[src/logic/pfd_pkg.sv]
// Package: constants and carrier types for the phase frequency detector
package pfd_pkg;
  // ----------------------------------------------------------------
  // Timing
  // ----------------------------------------------------------------
  localparam int CLK_PERIOD_PS = 4000;
  localparam int OVERLAP_TIME_NS = 15;
  // Least time, rounded up to whole cycles, never below one
  localparam int OVERLAP_CYCLES_RAW =
    (OVERLAP_TIME_NS * 1000 + CLK_PERIOD_PS - 1) / CLK_PERIOD_PS;
  localparam int OVERLAP_CYCLES =
    (OVERLAP_CYCLES_RAW < 1) ? 1 : OVERLAP_CYCLES_RAW;
  localparam int OVL_CNT_W = 8;
  // Reset values
  localparam logic UP_RESET = 1'b0;
  localparam logic DOWN_RESET = 1'b0;
  // ----------------------------------------------------------------
  // Types
  // ----------------------------------------------------------------
  typedef struct packed {
    logic up;
    logic down;
  } pfd_pump_t;
  typedef enum logic [1:0] {
    PFD_IDLE,
    PFD_UP,
    PFD_DOWN,
    PFD_OVERLAP
  } pfd_state_t;
endpackage : pfd_pkg

[src/logic/pfd_edge_det.sv]
// Rising edge detector for one synchronous input
`timescale 1ns/10ps
`default_nettype none
module pfd_edge_det (
  input wire logic core_clk,
  input wire logic rst,
  input wire logic enable,
  input wire logic level_in,
  output logic rise
);
  logic prev;
  // Only rising transitions matter, so duty cycle is ignored
  assign rise = enable & level_in & ~prev;
  always_ff @(posedge core_clk or posedge rst) begin
    if (rst) begin
      prev <= 1'b0;
    end else begin
      prev <= level_in;
    end
  end
endmodule : pfd_edge_det
`default_nettype wire

[src/logic/pfd_top.sv]
// Phase frequency detector: xor and edge comparators with charge pump
`timescale 1ns/10ps
`default_nettype none
module pfd_top
#(
  parameter int OVERLAP_LEN = pfd_pkg::OVERLAP_CYCLES
) (
  input wire logic core_clk,
  input wire logic rst,
  input wire logic reference_input,
  input wire logic feedback_input,
  input wire logic bias_sense_pin,
  input wire logic power_down_input,
  output logic xor_detector_output,
  output pfd_pkg::pfd_pump_t charge_pump_drive,
  output logic charge_pump_oe_n,
  output logic lock_pulse_output
);
  import pfd_pkg::*;

  // ----------------------------------------------------------------
  // Parameter limits
  // ----------------------------------------------------------------
  // Counter width caps the overlap; zero would wrap the compare to 255 and stretch the overlap to 256 cycles
  if (OVERLAP_LEN < 1 || OVERLAP_LEN >= (1 << OVL_CNT_W)) begin : g_bad_len
    $error("OVERLAP_LEN out of range");
  end

  // ----------------------------------------------------------------
  // Input edges
  // ----------------------------------------------------------------
  logic run;
  logic ref_rise;
  logic fb_rise;
  assign run = ~power_down_input;

  pfd_edge_det u_ref_edge (
    .core_clk(core_clk),
    .rst(rst),
    .enable(run),
    .level_in(reference_input),
    .rise(ref_rise)
  );

  pfd_edge_det u_fb_edge (
    .core_clk(core_clk),
    .rst(rst),
    .enable(run),
    .level_in(feedback_input),
    .rise(fb_rise)
  );

  // ----------------------------------------------------------------
  // Edge comparator flip-flops
  // ----------------------------------------------------------------
  logic up_ff;
  logic down_ff;
  logic [OVL_CNT_W-1:0] ovl_cnt;
  logic ovl_done;
  logic both_set;
  logic next_up;
  logic next_down;
  logic [OVL_CNT_W-1:0] next_ovl_cnt;
  pfd_state_t state;

  assign both_set = up_ff & down_ff;
  assign ovl_done = both_set &&
    (ovl_cnt == OVL_CNT_W'(OVERLAP_LEN - 1));
  // Each flop sets on its edge; the overlap gate clears both together.
  // A new edge landing in the clearing cycle restarts that side.
  assign next_up = run & ((up_ff & ~ovl_done) | ref_rise);
  assign next_down = run & ((down_ff & ~ovl_done) | fb_rise);
  assign next_ovl_cnt = (both_set && !ovl_done) ?
    OVL_CNT_W'(ovl_cnt + 1'b1) : '0;

  always_comb begin
    case ({up_ff, down_ff})
      2'b10: state = PFD_UP;
      2'b01: state = PFD_DOWN;
      2'b11: state = PFD_OVERLAP;
      default: state = PFD_IDLE;
    endcase
  end

  always_ff @(posedge core_clk or posedge rst) begin
    if (rst) begin
      up_ff <= UP_RESET;
      down_ff <= DOWN_RESET;
      ovl_cnt <= '0;
    end else begin
      up_ff <= next_up;
      down_ff <= next_down;
      ovl_cnt <= next_ovl_cnt;
    end
  end

  // ----------------------------------------------------------------
  // Outputs
  // ----------------------------------------------------------------
  logic xor_now;
  logic lock_now;
  logic next_shared;
  logic next_oe_n;
  assign xor_now = run & (reference_input ^ feedback_input);
  assign lock_now = run & (state != PFD_IDLE);
  assign next_shared = bias_sense_pin ? lock_now : xor_now;
  // Pump floats whenever neither driver is on
  assign next_oe_n = ~lock_now;

  always_ff @(posedge core_clk or posedge rst) begin
    if (rst) begin
      xor_detector_output <= 1'b0;
      lock_pulse_output <= 1'b0;
      charge_pump_drive <= '0;
      charge_pump_oe_n <= 1'b1;
    end else begin
      xor_detector_output <= next_shared;
      lock_pulse_output <= lock_now;
      charge_pump_drive.up <= run & up_ff;
      charge_pump_drive.down <= run & down_ff;
      charge_pump_oe_n <= next_oe_n;
    end
  end

  // ----------------------------------------------------------------
  // Checks
  // ----------------------------------------------------------------
  overlap_length_a: assert property (
    @(posedge core_clk) disable iff (rst)
    $rose(both_set) && run |-> both_set [*3] ##1 !both_set)
    else $error("overlap not three cycles");

  overlap_clear_a: assert property (
    @(posedge core_clk) disable iff (rst)
    ovl_done && !ref_rise && !fb_rise |=> !up_ff && !down_ff)
    else $error("overlap did not clear flops");

  ref_up_a: assert property (
    @(posedge core_clk) disable iff (rst)
    ref_rise |=> up_ff)
    else $error("reference edge did not set up");

  fb_down_a: assert property (
    @(posedge core_clk) disable iff (rst)
    fb_rise |=> down_ff)
    else $error("feedback edge did not set down");

  up_hold_a: assert property (
    @(posedge core_clk) disable iff (rst)
    up_ff && !down_ff && !fb_rise && run |=> up_ff)
    else $error("up dropped without feedback edge");

  pump_follow_a: assert property (
    @(posedge core_clk) disable iff (rst)
    ##1 charge_pump_drive.up == $past(run & up_ff) &&
      charge_pump_drive.down == $past(run & down_ff))
    else $error("pump drive mismatch");

  pump_float_a: assert property (
    @(posedge core_clk) disable iff (rst)
    charge_pump_oe_n ==
      !(charge_pump_drive.up | charge_pump_drive.down))
    else $error("pump enable mismatch");

  pump_drive_a: assert property (
    @(posedge core_clk) disable iff (rst)
    (up_ff | down_ff) && run |=> !charge_pump_oe_n)
    else $error("pump floats while driven");

  lock_follow_a: assert property (
    @(posedge core_clk) disable iff (rst)
    lock_pulse_output ==
      (charge_pump_drive.up | charge_pump_drive.down))
    else $error("lock pulse not drive union");

  up_only_a: assert property (
    @(posedge core_clk) disable iff (rst)
    up_ff && !down_ff && run |=>
      charge_pump_drive.up && !charge_pump_drive.down)
    else $error("source driver not alone");

  down_only_a: assert property (
    @(posedge core_clk) disable iff (rst)
    down_ff && !up_ff && run |=>
      charge_pump_drive.down && !charge_pump_drive.up)
    else $error("sink driver not alone");

  no_dead_zone_a: assert property (
    @(posedge core_clk) disable iff (rst)
    ref_rise && !fb_rise && !down_ff && !up_ff |=> up_ff && !down_ff)
    else $error("single edge gave no pulse");

  both_pump_a: assert property (
    @(posedge core_clk) disable iff (rst)
    both_set && run |=> charge_pump_drive.up && charge_pump_drive.down)
    else $error("overlap not on both drivers");

  overlap_bound_a: assert property (
    @(posedge core_clk) disable iff (rst)
    both_set |-> ovl_cnt < OVL_CNT_W'(OVERLAP_LEN))
    else $error("overlap counter overran");

  count_idle_a: assert property (
    @(posedge core_clk) disable iff (rst)
    !both_set |=> ovl_cnt == '0)
    else $error("overlap counter not cleared");

  pd_clear_a: assert property (
    @(posedge core_clk) disable iff (rst)
    !run |=> !up_ff && !down_ff)
    else $error("flops set in power down");

  shared_pin_a: assert property (
    @(posedge core_clk) disable iff (rst)
    !bias_sense_pin && run |=> xor_detector_output ==
      ($past(reference_input) ^ $past(feedback_input)))
    else $error("shared pin not xor");

  lock_share_a: assert property (
    @(posedge core_clk) disable iff (rst)
    bias_sense_pin |=> xor_detector_output == lock_pulse_output)
    else $error("shared pin not lock pulse");

  power_down_a: assert property (
    @(posedge core_clk) disable iff (rst)
    power_down_input [*2] |=> !xor_detector_output &&
      charge_pump_oe_n && !lock_pulse_output)
    else $error("outputs active in power down");

  down_hold_a: assert property (
    @(posedge core_clk) disable iff (rst)
    down_ff && !up_ff && !ref_rise && run |=> down_ff)
    else $error("down dropped without reference edge");
endmodule : pfd_top
`default_nettype wire

[config.mk]
export PLATFORM = sky130hd
export DESIGN_NAME = pfd_top
export DESIGN_NICKNAME = d
export VERILOG_FILES = /design/src/logic/pfd_pkg.sv /design/src/logic/pfd_edge_det.sv /design/src/logic/pfd_top.sv
export SDC_FILE = /design/constraint.sdc
export NUM_CORES = 1
export LEC_CHECK = 0
export BUFFER_PORTS_ARGS = -buffer_cell sky130_fd_sc_hd__clkbuf_2
export CAP_MARGIN = 20
export CORE_MARGIN = 5
export CORE_UTILIZATION = 47
export CTS_CLUSTER_DIAMETER = 150
export DETAILED_ROUTE_END_ITERATION = 7
export GPL_TIMING_DRIVEN = 0
export PLACE_DENSITY = 0.81
export RECOVER_POWER = 50
export SETUP_SLACK_MARGIN = 0.2
export SLEW_MARGIN = 5
export SYNTH_ARGS = -nofsm -noshare
export SYNTH_HDL_FRONTEND = slang
export SYNTH_SLANG_ARGS = --single-unit
[constraint.sdc]
create_clock -name core_clk -period 1.5 [get_ports core_clk]
set_input_delay 0 -clock core_clk [delete_from_list [all_inputs] [get_ports core_clk]]
set_output_delay 0 -clock core_clk [all_outputs]
set_load 0.005 [all_outputs]
==> results of run 1 <==
[final cells by class]
| class | instances | area share |
|---|---|---|
| Tap cell | 16 | 0.02102 |
| Sequential cell | 17 | 0.4481 |
| Timing Repair Buffer | 22 | 0.1669 |
| Inverter | 4 | 0.01577 |
| Multi-Input combinational cell | 43 | 0.3206 |
| Clock buffer | 4 | 0.02760 |
[routing by layer]
layer / GRT usage / wire length, µm / vias up
li1: - / - / 274
met1: 0.1456 / 592 / 270
met2: 0.2124 / 764 / 29
met3: 0.03670 / 115 / 5
met4: 0.07175 / 24 / 0
met5: 0 / 0 / -
[metrics by stage]
step | instances | instance area [µm²]
finish | 106 | 952.2
global route | 106 | 952.2
CTS | 103 | 900.9
detailed placement | 90 | 794.5
global placement | 90 | 794.5
floorplan | 64 | 724.4
[worst max-delay path by stage]
stage	slack (ns)	cells past startpoint	endpoint
after global routing	-0.04	4	up_ff$_DFF_PP0_
final	0.01	4	up_ff$_DFF_PP0_
after floorplan	0.11	3	ovl_cnt[5]$_DFF_PP0_
after detailed placement	-0.01	4	ovl_cnt[5]$_DFF_PP0_
after CTS	-0.01	3	ovl_cnt[5]$_DFF_PP0_
after global placement	0.02	4	ovl_cnt[5]$_DFF_PP0_
[logic make-up after synthesis]
logic type / Yosys count
AO/OA/AOI/OAI: 12
XOR/XNOR: 3
adder cells (fa/ha/maj): 1
buffers and inverters: 4
flip-flops: 17
AND/OR/NAND/NOR: 27
[registers in the layout, indices dropped and copies added, names as in the netlist]
name,flops
u_ref_edge.prev,1
charge_pump_oe_n,1
ovl_cnt,8
u_fb_edge.prev,1
xor_detector_output,1
lock_pulse_output,1
down_ff,1
charge_pump_drive,2
up_ff,1
[report_power, final]
group	internal [mW]	switching [mW]	leakage (nW)	total, mW
clock	0.103	0.138	0.0150	0.241
combinational	0.0303	0.0308	0.172	0.0611
sequential	0.475	0.0102	0.225	0.485
[worst reg2reg max path, stage by stage (launching register included)]
cell and delay [ns]:
dfrtp_1 0.42, or4_4 0.55, buf_4 0.18, nor3_4 0.12
a311oi_1 0.10
[cells in the mapped netlist (all sizes together)]
master,count,share of area
o21ai,3,0.021
a21oi,4,0.028
nor3,1,0.0069
nor2,7,0.037
xor2,3,0.037
or3,3,0.026
or4,1,0.016
or2b,1,0.012
o21bai,1,0.010
nor2b,4,0.035
dfrtp,16,0.56
nand2b,2,0.017
o311ai,1,0.037
nand4,1,0.0087
dfstp,1,0.037
a211oi,1,0.010
a311oi,2,0.024
nand3,4,0.028
inv,4,0.021
nand2,3,0.016
ha,1,0.017
[what timing repair did]
item | CTS | global route
gates resized for setup | 0 | 7
hold endpoints to repair | 23 | 0
setup buffers | 4 | 3
hold buffers | 5 | 0
pin swaps | 2 | 4
endpoints found under the setup margin | 7 | 8
==> run_results.csv, run 1 <==
group,metric,value,unit
layout,final_cell_mix,"dfrtp_1 (16), nor2_1 (7), clkbuf_2 (6)",
min_path,hp-class,"in2async",
layout,multi_input_area,305.3,µm²
synthesis,syn_area,719.4,µm²
place,hpwl,894.5,µm
synthesis,synthMuxAreaShare,0,
place,post-place-ws,-0.01076,ns
critical_path,slowest_delay,0.55,ns
route,wl,1.496,mm
synthesis,synth-seq-area-share,0.5930,
critical_path,reg2regPathDepth,4,
grt,grt_use_total,0.1284,
critical_path,crit_fanout,2,
place,port_buffers,10,
timing,min_period,1.487,ns
synthesis,synthAdderAreaFrac,0.01739,
die,num_rows,14,
power,power_density,827.0,nW/µm²
clock_network,cts_tree,"yes",
timing,clock_skew,0.001451,ns
clock_network,root_buffer,"clkbuf_4",
timing,hold_violations,0,
timing,hold_ws,0.3153,ns
power,p_leak,0.4118,nW
power,p_total,787.5,µW
timing,fin_crit_sh,0.9911,
layout,regArea,426.7,µm²
critical_path,path_cells,"or4_4 > buf_4 > nor3_4 > a311oi_1",
critical_path,arrival,1.65,ns
clock_network,clockBufferDepth,2,
synthesis,synthSimpleGateAreaFrac,0.2017,
layout,utilization,0.6471,
flow_run,cap_viol_max_count,0,
layout,syn_to_final_growth,32.35,%
critical_path,rr_endpoint,"up_ff$_DFF_PP0_",
critical_path,crit_required,1.66,ns
route,wire_per_inst,14.11,µm
grt,grt-ovfl-total,0,
clock_network,clk_latency,0.29,ns
layout,insertedDiodeCount,0,
die,initial_core_util,0.4889,
synthesis,synth_xor_area_frac,0.03652,
route,postRouteAntennaNets,0,
critical_path,r2r-start,"ovl_cnt[4]$_DFF_PP0_",
critical_path,crit_start,"ovl_cnt[4]$_DFF_PP0_",
critical_path,cp-start-kind,"flop",
synthesis,synth_cell_types,21,
layout,fillers,119,
die,coreArea,1471,µm²
synthesis,synth-compound-area-share,0.1304,
power,vdd.ir_drop.worst,432.6,µV
layout,nNetsFinal,98,
clock_network,clock_sinks,17,
synthesis,syn_nets,71,
critical_path,ff2ff_setup_slack,0.01,ns
timing,setup_slack,0.01335,ns
timing,fmax,672.7,MHz
grt,grt_pass1_wl,2.346,mm
route,vias_per_cell,5.453,
synthesis,postSynthAreaPerCell,11.24,µm²
synthesis,synth_warnings,0,
critical_path,crit_family,"simple AND/OR/NAND/NOR gates",
critical_path,critPathBufInv,1,
die,die_y,49.13,µm
synthesis,synth_top_family_by_area,"simple AND/OR/NAND/NOR gates",
timing,grt_setup_unrepaired,"yes",
clock_network,path_clk_slew,0.09,ns
grt,grt_pass1_vias,553,
route,first_pass_iters,4,
synthesis,netlist_instances,64,
die,die_w,49.13,µm
timing,fin_setup_tns,0,ns
grt,grt_max_degree,18,
status,status,"complete, no violations",
timing,slew_viol_final,0,
critical_path,cp_slowest_cell,"or4_4",
place,globalplace.congestion,0.8215,
route,vias,578,
clock_network,cts_max_level,1,
clock_network,cts_buffers,3,
timing,setup_viol,0,
layout,drive_gt1_frac,0.2556,
critical_path,end_kind,"flop",
layout,final_common_cell,"dfrtp_1",
die,num_io_pins,11,
route,drc,0,
timing,tightest_slew,0.6284,ns
critical_path,crit_type,"reg2reg",
die,die_area,2413,µm²
synthesis,ys_ff_latch,17,
grt,antenna_found_initial,0,
route,drt_iter0_markers,14,
timing,slew-limit-headroom,0.5806,
Note: power is estimated with default switching activity, not from simulation.
==> run 2: changes to the inputs <==
ABC_AREA = 1   (was default)
CORE_UTILIZATION = 48   (was 47)
PLACE_DENSITY = 0.82   (was 0.81)
==> run 2 against run 1 <==
Synthesized area up 4.9%. First-iteration DRC count down 64%. Largest power group unchanged. Critical path depth up 2. Sequential power about the same. Clock power down 2%. Total power down 0.57%. Register-to-register slack better by 0.27 ns. Non-clock buffer count down 5. Clock-buffer cell count down 1. Via count down 0.17%.
==> run_results.csv, run 2 <==
group,metric,value,unit
die,die_area,2465,µm²
route,drc,0,
flow_run,cap_viol_max_count,0,
grt,top_usage_layer,"met2",
critical_path,end_kind,"flop",
timing,tightest_slew,0.6165,ns
synthesis,synth_top_area_share,0.5307,
synthesis,yosysMostFrequentCell,"nand2_1",
timing,fin_setup_tns,0,ns
route,vias_per_cell,4.616,
die,die_y,49.65,µm
power,vdd.ir_drop.worst,501.9,µV
grt,met2_usage,0.2203,
die,die_w,49.65,µm
critical_path,cp_common_cell,"nor2_1",
die,coreArea,1506,µm²
critical_path,r2r-start,"ovl_cnt[0]$_DFF_PP0_",
critical_path,cp_slowest_cell,"dfrtp_1",
critical_path,arrival,1.40,ns
synthesis,synth_warnings,0,
timing,setup_viol,0,
critical_path,reg2regPathDepth,6,
power,p_leak,0.4396,nW
power,power_density,857.2,nW/µm²
clock_network,clockBufferDepth,2,
grt,grt_pass1_vias,611,
synthesis,synth_area_leaders,"dfrtp_1 (53%), nand2_1 (10%), nor2_1 (7.5%)",
layout,largest_register_ffs,8,
synthesis,synth-seq-area-share,0.5655,
place,port_buffers,10,
timing,clock_skew,0.005653,ns
layout,final_cell_mix,"nand2_1 (21), dfrtp_1 (16), nor2_1 (15)",
layout,final_area,913.4,µm²
place,hpwl,1.015,mm
critical_path,cp-start-kind,"flop",
synthesis,synth_edf_count,0,
timing,slew_viol_final,0,
critical_path,crit_required,1.68,ns
grt,grt_max_degree,18,
synthesis,syn_nets,95,
layout,stdcell_count,125,
layout,insertedDiodeCount,0,
grt,antenna_found_initial,0,
min_path,hp-class,"in2async",
clock_network,cts_max_level,1,
clock_network,root_buffer,"clkbuf_4",
critical_path,crit_end,"ovl_cnt[1]$_DFF_PP0_",
layout,drive_gt1_frac,0.2018,
grt,grt_use_total,0.1313,
route,postRouteAntennaNets,0,
critical_path,path_cells,"ha_2 > nand2_1 > nor2_1 > nand2_2 > nand2_4 > nor2_1",
route,wl,1.358,mm
clock_network,clk_latency,0.29,ns
grt,grt_pass1_wl,2.525,mm
critical_path,slowest_delay,0.39,ns
timing,min_period,1.217,ns
die,initial_core_util,0.5008,
grt,use_met1,0.1508,
synthesis,netlist_instances,88,
critical_path,crit_fanout,8,
layout,final_common_cell,"nand2_1",
synthesis,synthFlopType,"dfrtp_1",
route,wire_per_inst,10.86,µm
clock_network,cts_tree,"yes",
power,p_total,783.0,µW
synthesis,synth.largest_area_cell,"dfrtp_1",
timing,setup_slack,0.2832,ns
place,globalplace.congestion,0.7914,
critical_path,ff2ff_setup_slack,0.28,ns
critical_path,crit_start,"ovl_cnt[0]$_DFF_PP0_",
clock_network,cts_buffers,3,
route,first_pass_iters,2,
die,num_rows,14,
place,place_inst,114,
timing,slew-limit-headroom,0.5885,
critical_path,rr_endpoint,"ovl_cnt[1]$_DFF_PP0_",
timing,fin_crit_sh,0.8112,
layout,nNetsFinal,117,
synthesis,ys_top_cells_by_count,"nand2_1 (21), dfrtp_1 (16), nor2_1 (15)",
clock_network,path_clk_slew,0.10,ns
place,post-place-ws,0.2574,ns
layout,largestRegisters,"ovl_cnt: 8 flops, charge_pump_drive: 2 flops",
route,vias,577,
timing,grt_setup_unrepaired,"no",
synthesis,ys_ff_latch,17,
timing,fmax,821.9,MHz
synthesis,synth_cell_types,16,
grt,gr-usage-met3,0.02711,
layout,utilization,0.6063,
route,drt_iter0_markers,5,
synthesis,syn_area,754.5,µm²
synthesis,postSynthAreaPerCell,8.574,µm²
die,num_io_pins,11,
clock_network,clock_sinks,17,
critical_path,crit_type,"reg2reg",
layout,fillers,150,
layout,syn_to_final_growth,21.06,%
layout,regMostFlops,"ovl_cnt",
timing,hold_ws,0.3101,ns
synthesis,synthArstFlopShare,1.000,
status,status,"complete, no violations",
place,place_area,824.5,µm²
grt,grt-ovfl-total,0,
timing,hold_violations,0,
==> run 2: power by group <==
part           switching [mW]  internal, mW  leakage [nW]  total, mW
logic                  0.0359        0.0287         0.197     0.0646
registers             0.00603         0.477         0.225      0.483
clock network           0.136        0.0991        0.0177      0.235
total                   0.178         0.605         0.440      0.783
==> run 2: what timing repair did <==
| action | 4_1_cts | 5_1_grt |
|---|---|---|
| endpoints found under the hold margin | 23 | 0 |
| setup buffers | 0 | 2 |
| gates resized for setup | 0 | 1 |
| endpoints found under the setup margin | 0 | 10 |
| hold buffers | 5 | 0 |
==> run 2: area by class of cell <==
cell class                      count  area [µm²]  area share
Tap cell                           16       20.02     0.02192
Timing Repair Buffer               17       108.9      0.1192
Sequential cell                    17       426.7      0.4671
Inverter                           14       52.55     0.05753
Clock buffer                        3       22.52     0.02466
Multi-Input combinational cell     57       277.8      0.3041
Clock inverter                      1       5.005    0.005479
==> run 2: routing by layer <==
metal / part of all wire / wire length [µm]
met1: 0.40 / 539
met2: 0.56 / 759
met3: 0.029 / 40
met4: 0.014 / 19
met5: 0 / 0
==> run 2: logic make-up (layout without fill, tap and decap cells) <==
group           after synthesis  count (layout)  synth area share
simple gates                 51              51            0.3051
flops                        17              17            0.5655
buf+inv                      14              35           0.06965
compound gates                3               3           0.01989
xor+xnor                      2               2           0.02322
fa+ha+maj                     1               1           0.01658
==> run 2: worst min-delay path by stage <==
stage                     cells after the start                              to  from
final                                         3                 up_ff$_DFF_PP0_   rst
after global routing                          3            ovl_cnt[1]$_DFF_PP0_   rst
after CTS                                     3                 up_ff$_DFF_PP0_   rst
after detailed placement                      2       u_ref_edge.prev$_DFF_PP0_   rst
after global placement                        2     lock_pulse_output$_DFF_PP0_   rst
after floorplan                               1  charge_pump_drive[0]$_DFF_PP0_   rst
==> run 2: worst max-delay path, delay by kind of cell, from the launching register on <==
kind,cells,cell delay (ns)
AND/OR/NAND/NOR,5,0.50
flip-flops,1,0.39
adder cells (fa/ha/maj),1,0.22
==> run 3: changes to the inputs <==
ABC_AREA = 0   (was 1)
CORE_UTILIZATION = 47   (was 48)
PLACE_DENSITY = 0.81   (was 0.82)
clock period = 1 ns   (was 1.5 ns; I/O delays follow)
==> run 3 against run 2 <==
The flow now finishes with violations (negative setup slack). Via count is 6.6% higher. Global-route usage is 1.0 points higher. Core utilization is 10 points higher. Cell count is 9.6% lower. Sequential power is 51% higher. Routed wire length is 25% higher. Worst hold slack worse by 0.30 ns. Design area is 14% higher. Largest cell class unchanged.
==> run_results.csv, run 3 (synthesis results as in run 1) <==
group,metric,value,unit
layout,stdcell_count,113,
power,pwr-share-comb,0.099,
critical_path,crit_required,1.19,ns
power,p_total,1.235,mW
timing,setup_slack,-0.4794,ns
die,coreArea,1471,µm²
power,power_density,1185,nW/µm²
critical_path,r2r-start,"ovl_cnt[0]$_DFF_PP0_",
critical_path,ff2ff_setup_slack,-0.48,ns
route,drc,0,
timing,fmax,675.9,MHz
grt,grt_max_degree,18,
critical_path,slowest_delay,0.41,ns
power,p_leak,0.4605,nW
critical_path,crit_type,"reg2reg",
grt,grt-ovfl-total,0,
grt,grt_use_total,0.1415,
layout,regArea,429.2,µm²
min_path,hp-class,"in2reg",
timing,tightest_slew,0.7229,ns
layout,largestRegisters,"ovl_cnt: 8 flops, charge_pump_drive: 2 flops",
layout,largest_register_ffs,8,
clock_network,cts_buffers,3,
route,first_pass_iters,4,
critical_path,rr_endpoint,"ovl_cnt[1]$_DFF_PP0_",
critical_path,arrival,1.67,ns
min_path,whs_endpoint,"down_ff$_DFF_PP0_",
timing,hold_violations,0,
power,internal-power,931.1,µW
grt,grt_pass1_wl,2.635,mm
clock_network,clock_sinks,17,
route,wl,1.693,mm
critical_path,crit_family,"flip-flops",
die,num_rows,14,
layout,regMostFlops,"ovl_cnt",
layout,final_common_cell,"dfrtp_1",
die,num_io_pins,11,
die,die_y,49.13,µm
place,place_inst,90,
layout,fillers,109,
layout,nNetsFinal,105,
critical_path,critPathBufInv,0,
status,status,"finished with violations",
power,vdd.ir_drop.worst,965.0,µV
power,p_sw_frac,0.2464,
clock_network,clk_latency,0.30,ns
route,postRouteAntennaNets,0,
clock_network,cts_max_level,1,
timing,slew_viol_final,0,
critical_path,reg2regPathDepth,4,
power,power_switching,304.4,µW
route,vias,615,
timing,min_period,1.479,ns
critical_path,path_cells,"ha_2 > or2b_4 > o311ai_4 > nor2_1",
timing,fin_crit_sh,1.479,
place,globalplace.congestion,0.8220,
layout,syn_to_final_growth,44.87,%
die,initial_core_util,0.4889,
route,wire_per_inst,14.98,µm
critical_path,end_kind,"flop",
grt,grt_pass1_vias,559,
layout,final_cell_mix,"dfrtp_1 (14), buf_4 (11), clkbuf_2 (8)",
place,port_buffers,10,
critical_path,cp-start-kind,"flop",
clock_network,cts_tree,"yes",
flow_run,cap_viol_max_count,0,
route,drt_iter0_markers,6,
place,post-place-ws,-0.5043,ns
critical_path,crit_fanout,4,
layout,multi_input_area,332.8,µm²
die,die_area,2413,µm²
layout,insertedDiodeCount,0,
die,die_w,49.13,µm
timing,clock_skew,0.01135,ns
status,violations,"negative setup slack",
power,power_frac_seq,0.591,
power,clockPowerShare,0.311,
timing,setup_viol,10,
clock_network,root_buffer,"clkbuf_4",
place,hpwl,968.4,µm
min_path,whs_path_depth,3,
timing,grt_setup_unrepaired,"yes",
min_path,min_from,"feedback_input",
clock_network,path_clk_slew,0.11,ns
route,vias_per_cell,5.442,
clock_network,clockBufferDepth,2,
timing,slew-limit-headroom,0.5154,
grt,antenna_found_initial,0,
critical_path,cp_slowest_cell,"dfrtp_1",
layout,drive_gt1_frac,0.4536,
run 3: metal layers:
layer	vias up	share of wire	GRT usage
li1	289	-	-
met1	291	0.40	0.1680
met2	29	0.50	0.2253
met3	6	0.070	0.05810
met4	0	0.028	0.05381
met5	-	0	0
run 3: final cells by class:
type | count | area share
Inverter | 4 | 0.01561
Multi-Input combinational cell | 43 | 0.3193
Clock buffer | 3 | 0.02161
Sequential cell | 17 | 0.4118
Timing Repair Buffer | 29 | 0.2053
Tap cell | 16 | 0.01921
Clock inverter | 1 | 0.007203
run 3: power groups by stage:
stage          clock network (mW)  logic [mW]  registers [mW]
6_report                    0.384       0.122           0.730
5_1_grt                     0.418       0.136           0.734
4_1_cts                     0.390       0.109           0.729
3_5_place_dp                    0      0.0817           0.744
3_3_place_gp                    0      0.0793           0.741
2_1_floorplan                   0      0.0432           0.741
run 3: per-stage QoR:
stage                     area (µm²)  utilization  hold WS [ns]  setup TNS [ns]
after floorplan                734.5            -      -0.07466          -2.574
after global placement         804.5       0.5468       0.08648          -3.255
after detailed placement       804.5       0.5468       0.09197          -3.416
after CTS                      954.7       0.6488     -0.003765          -3.478
after global routing            1042       0.7083       0.04981          -4.401
final                           1042       0.7083       0.01347          -3.783
run 3: worst max path at each step:
stage / from / endpoint / slack (ns) / depth (start not counted)
6_report: ovl_cnt[0]$_DFF_PP0_ / ovl_cnt[1]$_DFF_PP0_ / -0.48 / 4
4_1_cts: ovl_cnt[4]$_DFF_PP0_ / ovl_cnt[7]$_DFF_PP0_ / -0.49 / 3
3_5_place_dp: ovl_cnt[0]$_DFF_PP0_ / ovl_cnt[5]$_DFF_PP0_ / -0.50 / 4
3_3_place_gp: ovl_cnt[0]$_DFF_PP0_ / ovl_cnt[5]$_DFF_PP0_ / -0.49 / 4
5_1_grt: ovl_cnt[0]$_DFF_PP0_ / ovl_cnt[1]$_DFF_PP0_ / -0.56 / 4
2_1_floorplan: ovl_cnt[4]$_DFF_PP0_ / ovl_cnt[5]$_DFF_PP0_ / -0.39 / 3
run 3: what timing repair did:
| item | CTS | global route |
|---|---|---|
| hold buffers | 5 | 0 |
| endpoints found under the setup margin | 15 | 32 |
| pin swaps | 7 | 9 |
| resized for setup | 9 | 8 |
| endpoints found under the hold margin | 23 | 0 |
| setup buffers | 6 | 8 |
run 3: tightest hold or removal path, stage by stage:
cell,delay [ns]
clkbuf_1,0.11
nand2b_1,0.09
a311oi_1,0.08
